--- src/logic/radio_tx_pkg.sv ---
package radio_tx_pkg;

  // Register byte offsets
  localparam logic [7:0] CTRL_OFFSET       = 8'h00;
  localparam logic [7:0] TX_DATA_OFFSET    = 8'h04;
  localparam logic [7:0] STATUS_OFFSET     = 8'h08;
  localparam logic [7:0] IRQ_STATUS_OFFSET = 8'h0C;
  localparam logic [7:0] IRQ_MASK_OFFSET   = 8'h10;
  localparam int         ADDR_WIDTH        = 8;

  // Control register fields
  localparam int CTRL_TX_EN_BIT     = 0;
  localparam int CTRL_RX_EN_BIT     = 1;
  localparam int CTRL_EXT_CLK_BIT   = 2;
  localparam int CTRL_CODER_EN_BIT  = 3;
  localparam int CTRL_CODE_LSB      = 4;
  localparam int CTRL_COARSE_LSB    = 8;
  localparam int CTRL_FINE_LSB      = 10;
  localparam int CTRL_WIDTH         = 14;
  localparam logic [13:0] CTRL_RESET = 14'h0000;

  // Status register fields
  localparam int STAT_EMPTY_BIT = 0;
  localparam int STAT_FULL_BIT  = 1;
  localparam int STAT_BUSY_BIT  = 2;
  localparam int STAT_COUNT_LSB = 3;

  // Interrupt status and mask fields
  localparam int IRQ_EMPTY_BIT    = 0;
  localparam int IRQ_OVERFLOW_BIT = 1;
  localparam int IRQ_WIDTH        = 2;
  localparam logic [1:0] IRQ_RESET = 2'h0;

  // FIFO geometry
  localparam int FIFO_DEPTH      = 4;
  localparam int FIFO_PTR_WIDTH  = 2;
  localparam int FIFO_CNT_WIDTH  = 3;
  localparam logic [2:0] FIFO_FULL_COUNT = 3'h4;
  localparam int BYTE_WIDTH      = 8;
  localparam logic [2:0] LAST_BIT_INDEX = 3'h7;

  // Baud generator
  localparam logic [11:0] BAUD_OVERSAMPLE = 12'h010;
  localparam int          BAUD_CNT_WIDTH  = 12;

  typedef enum logic [2:0] {
    CODE_NRZ_LEVEL = 3'b000,
    CODE_NRZ_MARK  = 3'b001,
    CODE_MAN_SPACE = 3'b010,
    CODE_MAN_LEVEL = 3'b011
  } line_code_e;

endpackage

--- src/logic/tx_fifo_mem.sv ---
`timescale 1ns/1ps
module tx_fifo_mem (
  input  wire logic                                 pclk,
  input  wire logic                                 presetn,
  input  wire logic                                 wr_en,
  input  wire logic [radio_tx_pkg::FIFO_PTR_WIDTH-1:0] wr_addr,
  input  wire logic [radio_tx_pkg::BYTE_WIDTH-1:0]  wr_data,
  input  wire logic [radio_tx_pkg::FIFO_PTR_WIDTH-1:0] rd_addr,
  output logic      [radio_tx_pkg::BYTE_WIDTH-1:0]  rd_data
);
  import radio_tx_pkg::*;

  logic [BYTE_WIDTH-1:0] mem_reg [FIFO_DEPTH];

  always_ff @(posedge pclk) begin
    if (wr_en) begin
      mem_reg[wr_addr] <= wr_data;
    end
  end

  // Registered read with write bypass so rd_data always shows the head entry
  always_ff @(posedge pclk or negedge presetn) begin
    if (!presetn) begin
      rd_data <= '0;
    end else if (wr_en && (wr_addr == rd_addr)) begin
      rd_data <= wr_data;
    end else begin
      rd_data <= mem_reg[rd_addr];
    end
  end

endmodule

--- src/logic/radio_tx_line_encoder.sv ---
`timescale 1ns/1ps
// Operation
// - Transmitter runs only with transmit enable set and receive enable clear.
// - Symbol rate is input clock over sixteen times coarse times fine factor.
// - Coarse 00 with fine 0000 gives product 1, fine 0001 gives 2.
// - Manchester modes send two symbols per data bit at the divider rate.
// - External bit clock select 0 times bits from the internal baud generator.
// - Coder enabled with select 000 sends NRZ Level.
// - Coder enabled with select 010 sends Manchester Space.
// - Transmit FIFO holds four bytes, full after four writes from empty.
// - Transmit interrupt is raised when the transmit FIFO becomes empty.
// - Empty event fires when last byte enters shift register, still shifting.
// - Coder disabled sends raw bits, allowing deliberate code violations.
// - Coder enable change applies only at the next byte load.
// - Coder select 001 chooses NRZ Mark.
// - Coder select 011 chooses Manchester Level.
module radio_tx_line_encoder (
  input  wire logic                                 pclk,
  input  wire logic                                 presetn,
  input  wire logic                                 psel,
  input  wire logic                                 penable,
  input  wire logic                                 pwrite,
  input  wire logic [radio_tx_pkg::ADDR_WIDTH-1:0]  paddr,
  input  wire logic [31:0]                          pwdata,
  output logic      [31:0]                          prdata,
  output logic                                      pready,
  output logic                                      pslverr,
  input  wire logic                                 ext_bitclk,
  output logic                                      tx_data_out,
  output logic                                      tx_active,
  output logic                                      irq
);
  import radio_tx_pkg::*;

  logic [CTRL_WIDTH-1:0]     ctrl_reg;
  logic [IRQ_WIDTH-1:0]      irq_status_reg;
  logic [IRQ_WIDTH-1:0]      irq_mask_reg;
  logic [31:0]               prdata_reg;
  logic [FIFO_PTR_WIDTH-1:0] wr_ptr_reg;
  logic [FIFO_PTR_WIDTH-1:0] rd_ptr_reg;
  logic [FIFO_CNT_WIDTH-1:0] count_reg;
  logic [BYTE_WIDTH-1:0]     head_data;
  logic [BAUD_CNT_WIDTH-1:0] baud_cnt_reg;
  logic                      ext_clk_prev_reg;
  logic [BYTE_WIDTH-1:0]     shift_reg;
  logic [2:0]                bit_idx_reg;
  logic                      half_reg;
  logic                      busy_reg;
  logic                      coder_en_reg;
  logic [2:0]                code_sel_reg;
  logic                      line_reg;

  logic                      setup_phase;
  logic                      access_phase;
  logic                      addr_mapped;
  logic                      wr_txdata;
  logic                      push;
  logic                      pop;
  logic                      fifo_full;
  logic                      fifo_empty;
  logic                      tx_enabled;
  logic                      symbol_tick;
  logic                      int_tick;
  logic [BAUD_CNT_WIDTH-1:0] baud_period;
  logic                      manch_now;
  logic                      last_symbol;
  logic                      empty_event;
  logic                      overflow_event;
  logic [IRQ_WIDTH-1:0]      irq_events;
  logic [31:0]               read_mux;

  // Divider period in pclk cycles: 16 * coarse factor * fine factor
  function automatic logic [BAUD_CNT_WIDTH-1:0] divider_period(
    input logic [1:0] coarse,
    input logic [3:0] fine
  );
    logic [BAUD_CNT_WIDTH-1:0] coarse_f;
    logic [BAUD_CNT_WIDTH-1:0] fine_f;
    coarse_f = BAUD_CNT_WIDTH'(1) << coarse;
    fine_f   = BAUD_CNT_WIDTH'(fine) + BAUD_CNT_WIDTH'(1);
    return BAUD_CNT_WIDTH'(BAUD_OVERSAMPLE * coarse_f * fine_f);
  endfunction

  function automatic logic is_manchester(input logic en, input logic [2:0] sel);
    return en && ((sel == CODE_MAN_SPACE) || (sel == CODE_MAN_LEVEL));
  endfunction

  // Line level for one symbol given data bit, symbol half and previous level
  function automatic logic encode_symbol(
    input logic       en,
    input logic [2:0] sel,
    input logic       data_bit,
    input logic       half,
    input logic       prev
  );
    logic lvl;
    lvl = data_bit;
    if (en) begin
      unique case (sel)
        CODE_NRZ_LEVEL: lvl = data_bit;
        CODE_NRZ_MARK:  lvl = prev ^ data_bit;
        CODE_MAN_SPACE: lvl = half ? (data_bit ? prev : ~prev)
                                   : ~prev;
        CODE_MAN_LEVEL: lvl = half ? ~data_bit : data_bit;
        default:        lvl = data_bit;
      endcase
    end
    return lvl;
  endfunction

  // APB decode
  assign setup_phase  = psel && !penable;
  assign access_phase = psel && penable;
  assign addr_mapped  = (paddr == CTRL_OFFSET) || (paddr == TX_DATA_OFFSET) ||
                        (paddr == STATUS_OFFSET) || (paddr == IRQ_STATUS_OFFSET) ||
                        (paddr == IRQ_MASK_OFFSET);
  assign pready       = 1'b1;
  assign pslverr      = access_phase && !addr_mapped;
  assign prdata       = prdata_reg;
  assign wr_txdata    = access_phase && pwrite && (paddr == TX_DATA_OFFSET);

  // FIFO state
  assign fifo_full  = (count_reg == FIFO_FULL_COUNT);
  assign fifo_empty = (count_reg == '0);
  assign push       = wr_txdata && !fifo_full;
  assign overflow_event = wr_txdata && fifo_full;

  always_comb begin
    read_mux = '0;
    unique case (paddr)
      CTRL_OFFSET:       read_mux[CTRL_WIDTH-1:0] = ctrl_reg;
      STATUS_OFFSET: begin
        read_mux[STAT_EMPTY_BIT] = fifo_empty;
        read_mux[STAT_FULL_BIT]  = fifo_full;
        read_mux[STAT_BUSY_BIT]  = busy_reg;
        read_mux[STAT_COUNT_LSB +: FIFO_CNT_WIDTH] = count_reg;
      end
      IRQ_STATUS_OFFSET: read_mux[IRQ_WIDTH-1:0] = irq_status_reg;
      IRQ_MASK_OFFSET:   read_mux[IRQ_WIDTH-1:0] = irq_mask_reg;
      default:           read_mux = '0;
    endcase
  end

  // Read data is captured in the setup cycle and held through the access
  always_ff @(posedge pclk or negedge presetn) begin
    if (!presetn) begin
      prdata_reg <= '0;
    end else if (setup_phase && !pwrite) begin
      prdata_reg <= read_mux;
    end
  end

  // Control and mask registers
  always_ff @(posedge pclk or negedge presetn) begin
    if (!presetn) begin
      ctrl_reg     <= CTRL_RESET;
      irq_mask_reg <= IRQ_RESET;
    end else if (access_phase && pwrite) begin
      if (paddr == CTRL_OFFSET) begin
        ctrl_reg <= pwdata[CTRL_WIDTH-1:0];
      end
      if (paddr == IRQ_MASK_OFFSET) begin
        irq_mask_reg <= pwdata[IRQ_WIDTH-1:0];
      end
    end
  end

  // Sticky events, cleared by writing one; a new event wins over the clear
  assign irq_events = {overflow_event, empty_event};

  always_ff @(posedge pclk or negedge presetn) begin
    if (!presetn) begin
      irq_status_reg <= IRQ_RESET;
    end else begin
      if (access_phase && pwrite && (paddr == IRQ_STATUS_OFFSET)) begin
        irq_status_reg <= (irq_status_reg & ~pwdata[IRQ_WIDTH-1:0]) | irq_events;
      end else begin
        irq_status_reg <= irq_status_reg | irq_events;
      end
    end
  end

  assign irq = |(irq_status_reg & irq_mask_reg);

  // FIFO pointers; bytes leave in write order
  always_ff @(posedge pclk or negedge presetn) begin
    if (!presetn) begin
      wr_ptr_reg <= '0;
      rd_ptr_reg <= '0;
      count_reg  <= '0;
    end else begin
      if (push) begin
        wr_ptr_reg <= wr_ptr_reg + FIFO_PTR_WIDTH'(1);
      end
      if (pop) begin
        rd_ptr_reg <= rd_ptr_reg + FIFO_PTR_WIDTH'(1);
      end
      if (push && !pop) begin
        count_reg <= count_reg + FIFO_CNT_WIDTH'(1);
      end else if (pop && !push) begin
        count_reg <= count_reg - FIFO_CNT_WIDTH'(1);
      end
    end
  end

  tx_fifo_mem u_fifo_mem (
    .pclk    (pclk),
    .presetn (presetn),
    .wr_en   (push),
    .wr_addr (wr_ptr_reg),
    .wr_data (pwdata[BYTE_WIDTH-1:0]),
    .rd_addr (pop ? rd_ptr_reg + FIFO_PTR_WIDTH'(1) : rd_ptr_reg),
    .rd_data (head_data)
  );

  // Transmit mode
  assign tx_enabled = ctrl_reg[CTRL_TX_EN_BIT] && !ctrl_reg[CTRL_RX_EN_BIT];
  assign tx_active  = tx_enabled;

  // Baud generator
  assign baud_period = divider_period(ctrl_reg[CTRL_COARSE_LSB +: 2],
                                      ctrl_reg[CTRL_FINE_LSB +: 4]);
  assign int_tick    = (baud_cnt_reg == baud_period - BAUD_CNT_WIDTH'(1));

  always_ff @(posedge pclk or negedge presetn) begin
    if (!presetn) begin
      baud_cnt_reg <= '0;
    end else if (!tx_enabled || int_tick) begin
      baud_cnt_reg <= '0;
    end else begin
      baud_cnt_reg <= baud_cnt_reg + BAUD_CNT_WIDTH'(1);
    end
  end

  always_ff @(posedge pclk or negedge presetn) begin
    if (!presetn) begin
      ext_clk_prev_reg <= 1'b0;
    end else begin
      ext_clk_prev_reg <= ext_bitclk;
    end
  end

  // Symbol timing from the internal divider unless the external clock is chosen
  assign symbol_tick = tx_enabled &&
                       (ctrl_reg[CTRL_EXT_CLK_BIT] ? (ext_bitclk && !ext_clk_prev_reg)
                                                   : int_tick);

  // Shifter sequencing
  assign manch_now   = is_manchester(coder_en_reg, code_sel_reg);
  assign last_symbol = (bit_idx_reg == LAST_BIT_INDEX) && (!manch_now || half_reg);
  assign pop         = symbol_tick && (!busy_reg || last_symbol) && !fifo_empty;
  assign empty_event = pop && (count_reg == FIFO_CNT_WIDTH'(1)) && !push;

  always_ff @(posedge pclk or negedge presetn) begin
    if (!presetn) begin
      shift_reg    <= '0;
      bit_idx_reg  <= '0;
      half_reg     <= 1'b0;
      busy_reg     <= 1'b0;
      coder_en_reg <= 1'b0;
      code_sel_reg <= CODE_NRZ_LEVEL;
      line_reg     <= 1'b0;
    end else if (!tx_enabled) begin
      busy_reg <= 1'b0;
      half_reg <= 1'b0;
      line_reg <= 1'b0;
    end else if (symbol_tick) begin
      if (busy_reg && !last_symbol) begin
        if (manch_now && !half_reg) begin
          half_reg <= 1'b1;
          line_reg <= encode_symbol(coder_en_reg, code_sel_reg, shift_reg[BYTE_WIDTH-1],
                                    1'b1, line_reg);
        end else begin
          half_reg    <= 1'b0;
          bit_idx_reg <= bit_idx_reg + 3'(1);
          shift_reg   <= shift_reg << 1;
          line_reg    <= encode_symbol(coder_en_reg, code_sel_reg,
                                       shift_reg[BYTE_WIDTH-2], 1'b0, line_reg);
        end
      end else if (!fifo_empty) begin
        // Coding settings are latched only as a byte loads
        coder_en_reg <= ctrl_reg[CTRL_CODER_EN_BIT];
        code_sel_reg <= ctrl_reg[CTRL_CODE_LSB +: 3];
        shift_reg    <= head_data;
        bit_idx_reg  <= '0;
        half_reg     <= 1'b0;
        busy_reg     <= 1'b1;
        line_reg     <= encode_symbol(ctrl_reg[CTRL_CODER_EN_BIT],
                                      ctrl_reg[CTRL_CODE_LSB +: 3],
                                      head_data[BYTE_WIDTH-1], 1'b0, line_reg);
      end else begin
        busy_reg <= 1'b0;
      end
    end
  end

  assign tx_data_out = line_reg;

endmodule

--- config.mk ---
export PLATFORM = sky130hd
export DESIGN_NAME = radio_tx_line_encoder
export DESIGN_NICKNAME = d
export VERILOG_FILES = /design/src/logic/radio_tx_pkg.sv /design/src/logic/tx_fifo_mem.sv /design/src/logic/radio_tx_line_encoder.sv
export SDC_FILE = /design/constraint.sdc
export NUM_CORES = 1
export LEC_CHECK = 0
export BUFFER_PORTS_ARGS = -buffer_cell sky130_fd_sc_hd__buf_2
export CORE_MARGIN = 5
export CORE_UTILIZATION = 45
export DETAILED_ROUTE_END_ITERATION = 6
export PLACE_DENSITY = 0.71
export SYNTH_ARGS = -nofsm -noshare
export SYNTH_HDL_FRONTEND = slang
export SYNTH_SLANG_ARGS = --single-unit
--- constraint.sdc ---
create_clock -name pclk -period 5.3 [get_ports pclk]
set_input_delay 0.795 -clock pclk [delete_from_list [all_inputs] [get_ports pclk]]
set_output_delay 0.795 -clock pclk [all_outputs]
set_load 0.03 [all_outputs]
==> results.md, run 1 <==
- Status: completed
- Initial antenna violation count: 0
- Initial DRC Count: 280
- CTS tree: built
- Clock Path Buffers: 2
- Die W: ~130 µm
- Adder-cell share of the synthesized area: 7.30%
- Post-route design area: between 7000 and 8000 µm²
- I/O pins: 83
- WHS Path Cells: 1
- Clk_skew: approximately 10 ps
- Avg Inst Size Synth: 10.4 µm²
- Largest cells by area after synthesis: dfrtp_1, edfxtp_1, ha_1, mux2_2, nand2_1
- Number of synthesized flops with an enable pin: 32
- Sequential area share after synthesis: between 40% and 50%
- Slew HR: 33.9%
- Clock-pin transition on the worst setup and hold timing paths: approximately 70 ps
- Routed wire per std cell: 16.4 µm
- Drt total wl: 14.2 mm
- # clock sinks: 110
- Worst-skew pair later-pin latency: 350 ps
- Fraction of layout cells with a size suffix above 1: 19.0%
- Max FFs per register: 32
- Mapped Area: 6510 µm²
- Largest net degree at the start of global routing: 79
- Initial DRT Pass Iterations: 4
- VDD IR max: 0.262 mV
- M1 GR Usage: between 20% and 30%
- Worst Max-Slew Pin Slew: 992 ps
- Die H: roughly 130 µm
- Hold Crit Start: baud_cnt_reg[0]
- R2R Path Start: ctrl_reg[11]
- P per Cell Area: around 230 nW/µm²
- RSZ-0062 raised after global routing: no
- Kind of end point of the critical path: register
- Final antenna-violating net count: 0
- Number of global-route vias before repair: 4670
- Min Tclk post-route: between 5000 and 6000 ps
- Total leakage power: 3.33 nW
- Final Slew Violations: 0
- Setup_tns: 0 ps
- # DRC: 0
- Crit path max fanout: 8
- Starting Density: 45.3%
- Syn Inst Count: 626
- Ys async rst share: 70.9%
- Largest area contributor in the netlist: dfrtp_1
- Die area: 17000 µm²
- Gr ovfl total: 0
- Synth Area in Simple Gates: between 10% and 20%
- Xor and xnor area share after synthesis: 5.67%
- Core Area: ~14000 µm²
- Hold/Removal Path Class: register to register
- Main combinational cell family by area after synthesis: simple AND/OR/NAND/NOR gates
- Global Route met2 Usage: 28.6%
- GPL Wtd Cong: around 0.88
- Req. time, crit path: roughly 5600 ps
- CTS Hold Bufs: 0
- Port bufs: 45
- Setup CP Type: register to register
- Area grow syn2layout: 13.1%
- Final Util: 51.2%
- H-tree depth: 3
- Root buffer cell: clkbuf_16
- Max_cap viols: 0
- Gr usage total: 16.8%
- Commonest cells post-synth: dfrtp_1, nand2_1, nor2_1
- GRT Max-Usage Layer: met2
- Final setup fails: 0
- # rows: 44
- Dpl cell area: just under 7000 µm²
- Crit path DAT: 5350 ps
- Diode count: 0
- Final Cycle Share: 96.2%
- FMAX: 196 MHz
- Yosys reg bits: 110
- HPWL after DPL: 10.2 mm
- Unique masters post-synth: between 50 and 60
- Reg2reg setup slack: between 200 and 250 ps
- Yosys top cell area share: 30.0%
- Global-route wire length before repair: 23.1 mm
- Worst-case reg-to-reg path depth: 19
- Mux share of post-synthesis cell area: 6.38%
- Final Hold Vio Count: 0
- Vias: 4829
- WHS Endpoint: baud_cnt_reg[0]
- Vias per cell: 5.60
- Yosys warns: 0
- Area fraction in compound gates after synthesis: 12.7%
- RR Endpoint: u_fifo_mem.rd_data[1]
- M3 GR Usage: 2.37%
- Num CTS Buffers: 9
- Count leader, synth: dfrtp_1
- Nets: 754
- Leading register cell type out of synthesis: dfrtp_1
- Critical path launch point type: register
[placed cells by master, fill, tap and decap left out, types with 20 or more instances in the layout]
cell / count
buf_2: 44
buf_4: 23
inv_1: 23
nor2_1: 44
edfxtp_1: 32
o21ai_0: 34
nand2_1: 59
mux2_2: 20
dfrtp_1: 78
ha_1: 28
[final cells by class]
cell class	count	area, µm²
Fill cell	1252	7010
Multi-Input combinational cell	456	3330
Sequential cell	110	2910
Timing Repair Buffer	72	489
Tap cell	184	230
Clock buffer	9	225
Inverter	24	90.1
Clock inverter	7	78.8
[power by group]
part	internal [mW]	total [mW]	switching [mW]
registers	0.883	0.891	0.00803
clock network	0.373	0.685	0.313
logic	0.0335	0.119	0.0850
[layer usage]
metal  share of wire [%]  routed length [µm]  up-vias
met4                 2.2                 308        0
li1                    -                   -     2332
met1                  43                6140     2359
met2                  50                7140      118
met5                   0                   0        -
met3                 4.0                 566       20
[logic make-up (layout without fill, tap and decap cells)]
group	count (synthesis)	count (layout)
other cells	2	19
flops	110	110
mux	39	39
xor+xnor	39	39
fa+ha+maj	35	35
buf+inv	77	112
simple gates	206	206
compound gates	118	118
[worst max-delay path: stages (launching register included)]
cell      delay (ps)
dfrtp_1          360
ha_2             180
nand3_1           90
or3_1            360
fa_1             550
inv_1             50
fa_1             470
ha_1             350
ha_4             270
xor2_1           180
nor4b_2          330
o221ai_2         150
xnor3_1          350
nand4b_4         240
o21ai_4          200
buf_12           150
buf_12           110
nand4_1          100
a32o_1           300
a31oi_1          190
[timing repair]
item / in CTS / in global routing
endpoints found under the setup margin: 1 / 24
gates cloned: 0 / 1
pin swaps: 1 / 5
resized for setup: 1 / 7
buffers inserted: 1 / 2
endpoints found under the hold margin: 0 / 0
[metrics by stage]
stage | hold WS [ps] | cells | total power, mW | setup slack, ps
final | 458 | 862 | 1.70 | 203
after global routing | 474 | 862 | 1.76 | 11.7
after CTS | 464 | 859 | 1.72 | 9.41
after detailed placement | 454 | 842 | 1.03 | 15.0
after global placement | 444 | 842 | 1.02 | 88.2
after floorplan | 425 | 643 | 0.987 | 0.473
[how the worst max path moves through the flow]
stage,from,to,slack (ps),cells after the start
finish,ctrl_reg[11],u_fifo_mem.rd_data[1],200,19
CTS,ctrl_reg[11],u_fifo_mem.rd_data[1],9,19
global route,ctrl_reg[10],count_reg[2],10,20
floorplan,ctrl_reg[10],count_reg[2],0.5,21
global placement,ctrl_reg[11],u_fifo_mem.rd_data[1],90,18
detailed placement,ctrl_reg[11],u_fifo_mem.rd_data[1],10,19
Power figures use the tool's default switching activity.
==> run 2: changes to the inputs <==
- CORE_UTILIZATION: 45 -> 53
- PLACE_DENSITY: 0.71 -> 0.81
==> results.md, run 2 (synthesis gave the netlist of run 1 again) <==
- Status: completed
- Global-route wire length before repair: roughly 24 mm
- # rows: 40
- Commonest non-fill, non-tap cell in the layout: dfrtp_1
- Clock Path Buffers: 2
- Initial DRT Pass Iterations: 5
- GPL Wtd Cong: 0.870
- Post-route design area: ~7400 µm²
- Req. time, crit path: 5550 ps
- Setup Slack @ Placement: -88.2 ps
- Combinational share of power: about 6.9%
- Diode count: 0
- VDD IR max: a little under 0.2 mV
- Vias per cell: 6.09
- Final setup fails: 0
- Fill cell count: ~920
- Max_cap viols: 0
- Internal: 1.33 mW
- Min Tclk post-route: 5150 ps
- Initial antenna violation count: 0
- Fraction of layout cells with a size suffix above 1: 19.9%
- Core Area: ~12000 µm²
- Hold Crit Start: baud_cnt_reg[0]
- P per Cell Area: 235 nW/µm²
- Drt total wl: 14.7 mm
- Total leakage power: 3.34 nW
- Die H: between 100 and 150 µm
- Hold/Removal Path Class: register to register
- Setup WS post-layout: 154 ps
- Initial DRC Count: 247
- Port bufs: 45
- Gr usage total: 20.1%
- Final Cycle Share: approximately 97%
- HPWL after DPL: 10.1 mm
- CTS tree: built
- Vias: 5021
- WHS Path Cells: 1
- Largest net degree at the start of global routing: 79
- Worst-case reg-to-reg path depth: 19
- Slew HR: between 30% and 40%
- Area occupied by multi-input gates: 3360 µm²
- H-tree depth: 3
- Nets: 754
- Starting Density: between 50 and 60%
- Worst Setup SP: ctrl_reg[10]
- Die W: 121 µm
- CTS Hold Bufs: 0
- Met1 WL: 6.11 mm
- Clk_skew: 4.33 ps
- Number of global-route vias before repair: 4860
- Part of the power in the clock network: about 42%
- Kind of end point of the critical path: register
- Root buffer cell: clkbuf_16
- Crit path DAT: 5400 ps
- Dpl cell area: 6880 µm²
- # DRC: 0
- # clock sinks: 110
- Clock-pin transition on the worst setup and hold timing paths: approximately 70 ps
- Num CTS Buffers: 9
- Final antenna-violating net count: 0
- Register Area: 2910 µm²
- Sequential group share of total power: slightly above 50%
- Final Slew Violations: 0
- Switching power: 0.396 mW
- Critical path launch point type: register
- Die area: around 15000 µm²
- Switching Share: 22.9%
- Crit path max fanout: 12
- Worst Max-Slew Pin Slew: 982 ps
- Routed wire per std cell: 17.8 µm
- Met2 WL: 7.54 mm
- Metal3 WL: 738 µm
- Max layer used: met4
- R2R Path Start: ctrl_reg[10]
- Final Hold Vio Count: 0
- Most frequent cells in the layout: dfrtp_1, nand2_1, nor2_1, buf_2, edfxtp_1
- Max FFs per register: 32
- Setup CP Type: register to register
- Worst-skew pair later-pin latency: ~350 ps
- Area grow syn2layout: 13.2%
- FMAX: 194 MHz
- I/O pins: 83
- Gr ovfl total: 0
-- run 2: cell count changes in the layout (fill, tap and decap cells not counted), moves of 2 or more --
cell and change:
buf_4 -2, o21ai_1 +3, buf_6 +2, a41oi_1 -3, o21ai_0 -3, a41oi_2 +3
-- run 2: critical path, cell delays in order (launching register included) --
cell      delay (ps)
dfrtp_1          360
ha_2             180
nand3_1          100
or3_4            350
fa_1             530
inv_1             60
fa_1             480
ha_1             330
ha_4             270
xor2_1           180
nor4b_2          340
o221ai_2         160
xnor3_1          360
nand4b_4         250
o21ai_4          200
buf_12           150
buf_12           130
nand4_1          100
a32o_1           290
a31oi_1          220
-- run 2: path summary, 6_finish.rpt --
kind,endpoint,slack (ps)
setup / recovery,u_fifo_mem.rd_data[4],150
hold / removal,baud_cnt_reg[0],470
setup reg to reg,u_fifo_mem.rd_data[4],150
hold reg to reg,baud_cnt_reg[0],470
max in group asynchronous,shift_reg[4],4070
min in group asynchronous,ctrl_reg[13],600
-- run 2: layer usage --
layer	GRT usage, %	vias to the layer above
met5	0	-
met4	7.86	0
met3	2.34	31
met2	35.2	190
met1	25.3	2471
li1	-	2329
-- run 2: power by group through the flow --
stage / clock network [mW] / logic [mW] / registers, mW
global placement: 0 / 0.114 / 0.908
CTS: 0.727 / 0.119 / 0.891
floorplan: 0 / 0.0649 / 0.922
global route: 0.764 / 0.130 / 0.892
detailed placement: 0 / 0.118 / 0.908
finish: 0.717 / 0.120 / 0.891
-- run 2: through the flow --
step | total power, mW | setup TNS [ps] | std cells | utilization (%) | hold slack (ps)
final | 1.73 | 0 | 825 | 61.3 | 472
after global routing | 1.79 | -24.4 | 825 | 61.3 | 484
after CTS | 1.74 | 0 | 821 | 60.1 | 470
after detailed placement | 1.03 | -556 | 803 | 57.3 | 459
after global placement | 1.02 | 0 | 803 | 57.3 | 438
after floorplan | 0.987 | 0 | 643 | - | 425
-- run 2: layout make-up --
class / count / area share [%]
Timing Repair Buffer: 72 / 6.74
Sequential cell: 110 / 39.5
Clock inverter: 7 / 1.32
Multi-Input combinational cell: 456 / 45.6
Clock buffer: 9 / 3.06
Inverter: 24 / 1.22
Tap cell: 147 / 2.50
-- run 2: timing repair --
item,CTS,global route
gates resized for setup,2,17
buffers inserted,2,2
setup endpoints to repair,8,21
gates cloned,0,2
pin swaps,1,6
==> run 3: changes to the inputs <==
- PLACE_DENSITY: 0.81 -> 0.87
==> results.md, run 3 (synthesis gave the netlist of run 1 again) <==
- Clock Path Buffers: 2
- # rows: 40
- Worst-skew pair later-pin latency: 350 ps
- Final Slew Violations: 0
- Hold/Removal Path Class: register to register
- Setup CP Type: register to register
- FMAX: 195 MHz
- Die H: between 100 and 150 µm
- Commonest non-fill, non-tap cell in the layout: dfrtp_1
- Initial DRC Count: 533
- Vias per cell: approximately 6.2
- # DRC: 0
- Placed Cells: 804
- Reg2reg setup slack: roughly 180 ps
- Slew HR: 35.1%
- CTS tree: built
- I/O pins: 83
- Starting Density: between 50% and 60%
- Critical-path top delay cell: fa_1
- Req. time, crit path: 5560 ps
- Global-route wire length before repair: 25.5 mm
- Fill cell count: 885
- CTS Hold Bufs: 0
- Number of global-route vias before repair: 5302
- Min Tclk post-route: 5120 ps
- WHS Endpoint: baud_cnt_reg[0]
- Num CTS Buffers: 9
- RR Endpoint: u_fifo_mem.rd_data[1]
- Area grow syn2layout: 13.3%
- Max_cap viols: 0
- HPWL after DPL: 10.5 mm
- Drt total wl: 15.7 mm
- Worst stage delay on the critical path: 540 ps
- Vias: 5148
- Gr usage total: 21.7%
- Dpl cell area: 6870 µm²
- CP Cell Sequence: buf_4, nand3_2, xor2_2, nor3_2, ha_1, ha_1, fa_1, fa_1, xor2_1, nor4b_2, buf_4, xor2_4, xnor2_2, nand4b_4, o21ai_4, buf_4, buf_12, nand4_1, a32o_1, a31oi_2
- Core Area: 12000 µm²
- Nets: roughly 760
- Die W: 121 µm
- Status: completed
- Buf/Inv on CP: 4
- Final Hold Vio Count: 0
- Initial antenna violation count: 0
- Kind of end point of the critical path: register
- Post-route design area: about 7400 µm²
- VDD IR max: approximately 0.18 mV
- Setup WS post-layout: 176 ps
- Final Cycle Share: 96.7%
- Max FFs per register: 32
- Crit path DAT: about 5400 ps
- Root buffer cell: clkbuf_16
- Final setup fails: 0
- Critical path launch point type: register
- Clk_skew: 10.6 ps
- Crit path max fanout: 8
- Port bufs: 45
- WHS Path Cells: 1
- Delay-heaviest family, CP: adder cells
- Most used cell, CP: buf_4
- Largest net degree at the start of global routing: approximately 80
- GPL Wtd Cong: 0.880
- Most frequent cells in the layout: dfrtp_1, nand2_1, buf_2
- Total leakage power: 3.35 nW
- Diode count: 0
- H-tree depth: 3
- Hold Crit Start: baud_cnt_reg[0]
- R2R Path Start: ctrl_reg[10]
- Clock-pin transition on the worst setup and hold timing paths: around 70 ps
- Worst-case reg-to-reg path depth: 20
- Fraction of layout cells with a size suffix above 1: 20.9%
- P per Cell Area: 232 nW/µm²
- Worst Max-Slew Pin Slew: a little under 1000 ps
- Final Power: between 1.5 and 2 mW
- Final antenna-violating net count: 0
- Die area: between 10000 and 15000 µm²
- Routed wire per std cell: around 19 µm
- Initial DRT Pass Iterations: 5
- # clock sinks: 110
- Setup Slack @ Placement: -79.9 ps
- Gr ovfl total: 0
- Post-route insts no fill: 827
==> run 3: how the worst max path moves through the flow <==
stage                  from                    end  depth (start not counted)
5_1_grt        ctrl_reg[10]  u_fifo_mem.rd_data[3]                         20
3_5_place_dp   ctrl_reg[11]  u_fifo_mem.rd_data[3]                         17
3_3_place_gp   ctrl_reg[11]  u_fifo_mem.rd_data[2]                         17
6_report       ctrl_reg[10]  u_fifo_mem.rd_data[1]                         20
2_1_floorplan  ctrl_reg[10]           count_reg[2]                         21
4_1_cts        ctrl_reg[11]  u_fifo_mem.rd_data[3]                         19
==> run 3: worst reg2reg max path, stage by stage, from the launching register on <==
cell      delay, ps
dfrtp_1         420
buf_4           200
nand3_2         140
xor2_2          200
nor3_2          130
ha_1            260
ha_1            330
fa_1            540
fa_1            480
xor2_1          180
nor4b_2         350
buf_4           200
xor2_4          160
xnor2_2         150
nand4b_4        180
o21ai_4         240
buf_4           170
buf_12          120
nand4_1          90
a32o_1          300
a31oi_2         200
==> run 3: what timing repair did <==
| action | CTS | global route |
|---|---|---|
| buffers inserted | 4 | 2 |
| gates cloned | 1 | 0 |
| endpoints found under the hold margin | 0 | 0 |
| pin swaps | 4 | 6 |
| gates resized for setup | 5 | 21 |
| setup endpoints to repair | 9 | 29 |
==> run 3: layout make-up <==
class	count	area, µm²	share of cell area (%)
timing repair buffer	74	483	6.55
clock buffer	9	225	3.05
sequential	110	2910	39.5
multi-input combinational	456	3400	46.1
tap	147	184	2.49
inverter	24	90.1	1.22
clock inverter	7	81.3	1.10
==> run 3: report_power, final <==
| part | switching [mW] | internal, mW |
|---|---|---|
| combinational | 0.0877 | 0.0344 |
| sequential | 0.00830 | 0.883 |
| clock | 0.325 | 0.374 |
| total | 0.421 | 1.29 |
==> run 3: metrics by stage <==
stage / util [%] / setup TNS, ps / hold slack, ps
3_3_place_gp: 57.2 / -0.620 / 438
5_1_grt: 61.4 / -498 / 497
3_5_place_dp: 57.2 / -414 / 446
6_report: 61.4 / 0 / 471
4_1_cts: 60.4 / 0 / 456
2_1_floorplan: - / 0 / 425
==> run 3: routing by layer <==
layer  share of wire [%]  routed length [µm]  up-vias  global-route usage, %
li1                    -                   -     2322                      -
met1                  39                6070     2535                   25.6
met2                  52                8220      242                   38.9
met3                 6.0                 942       49                   3.60
met4                 3.2                 503        0                   9.28
met5                   0                   0        -                      0
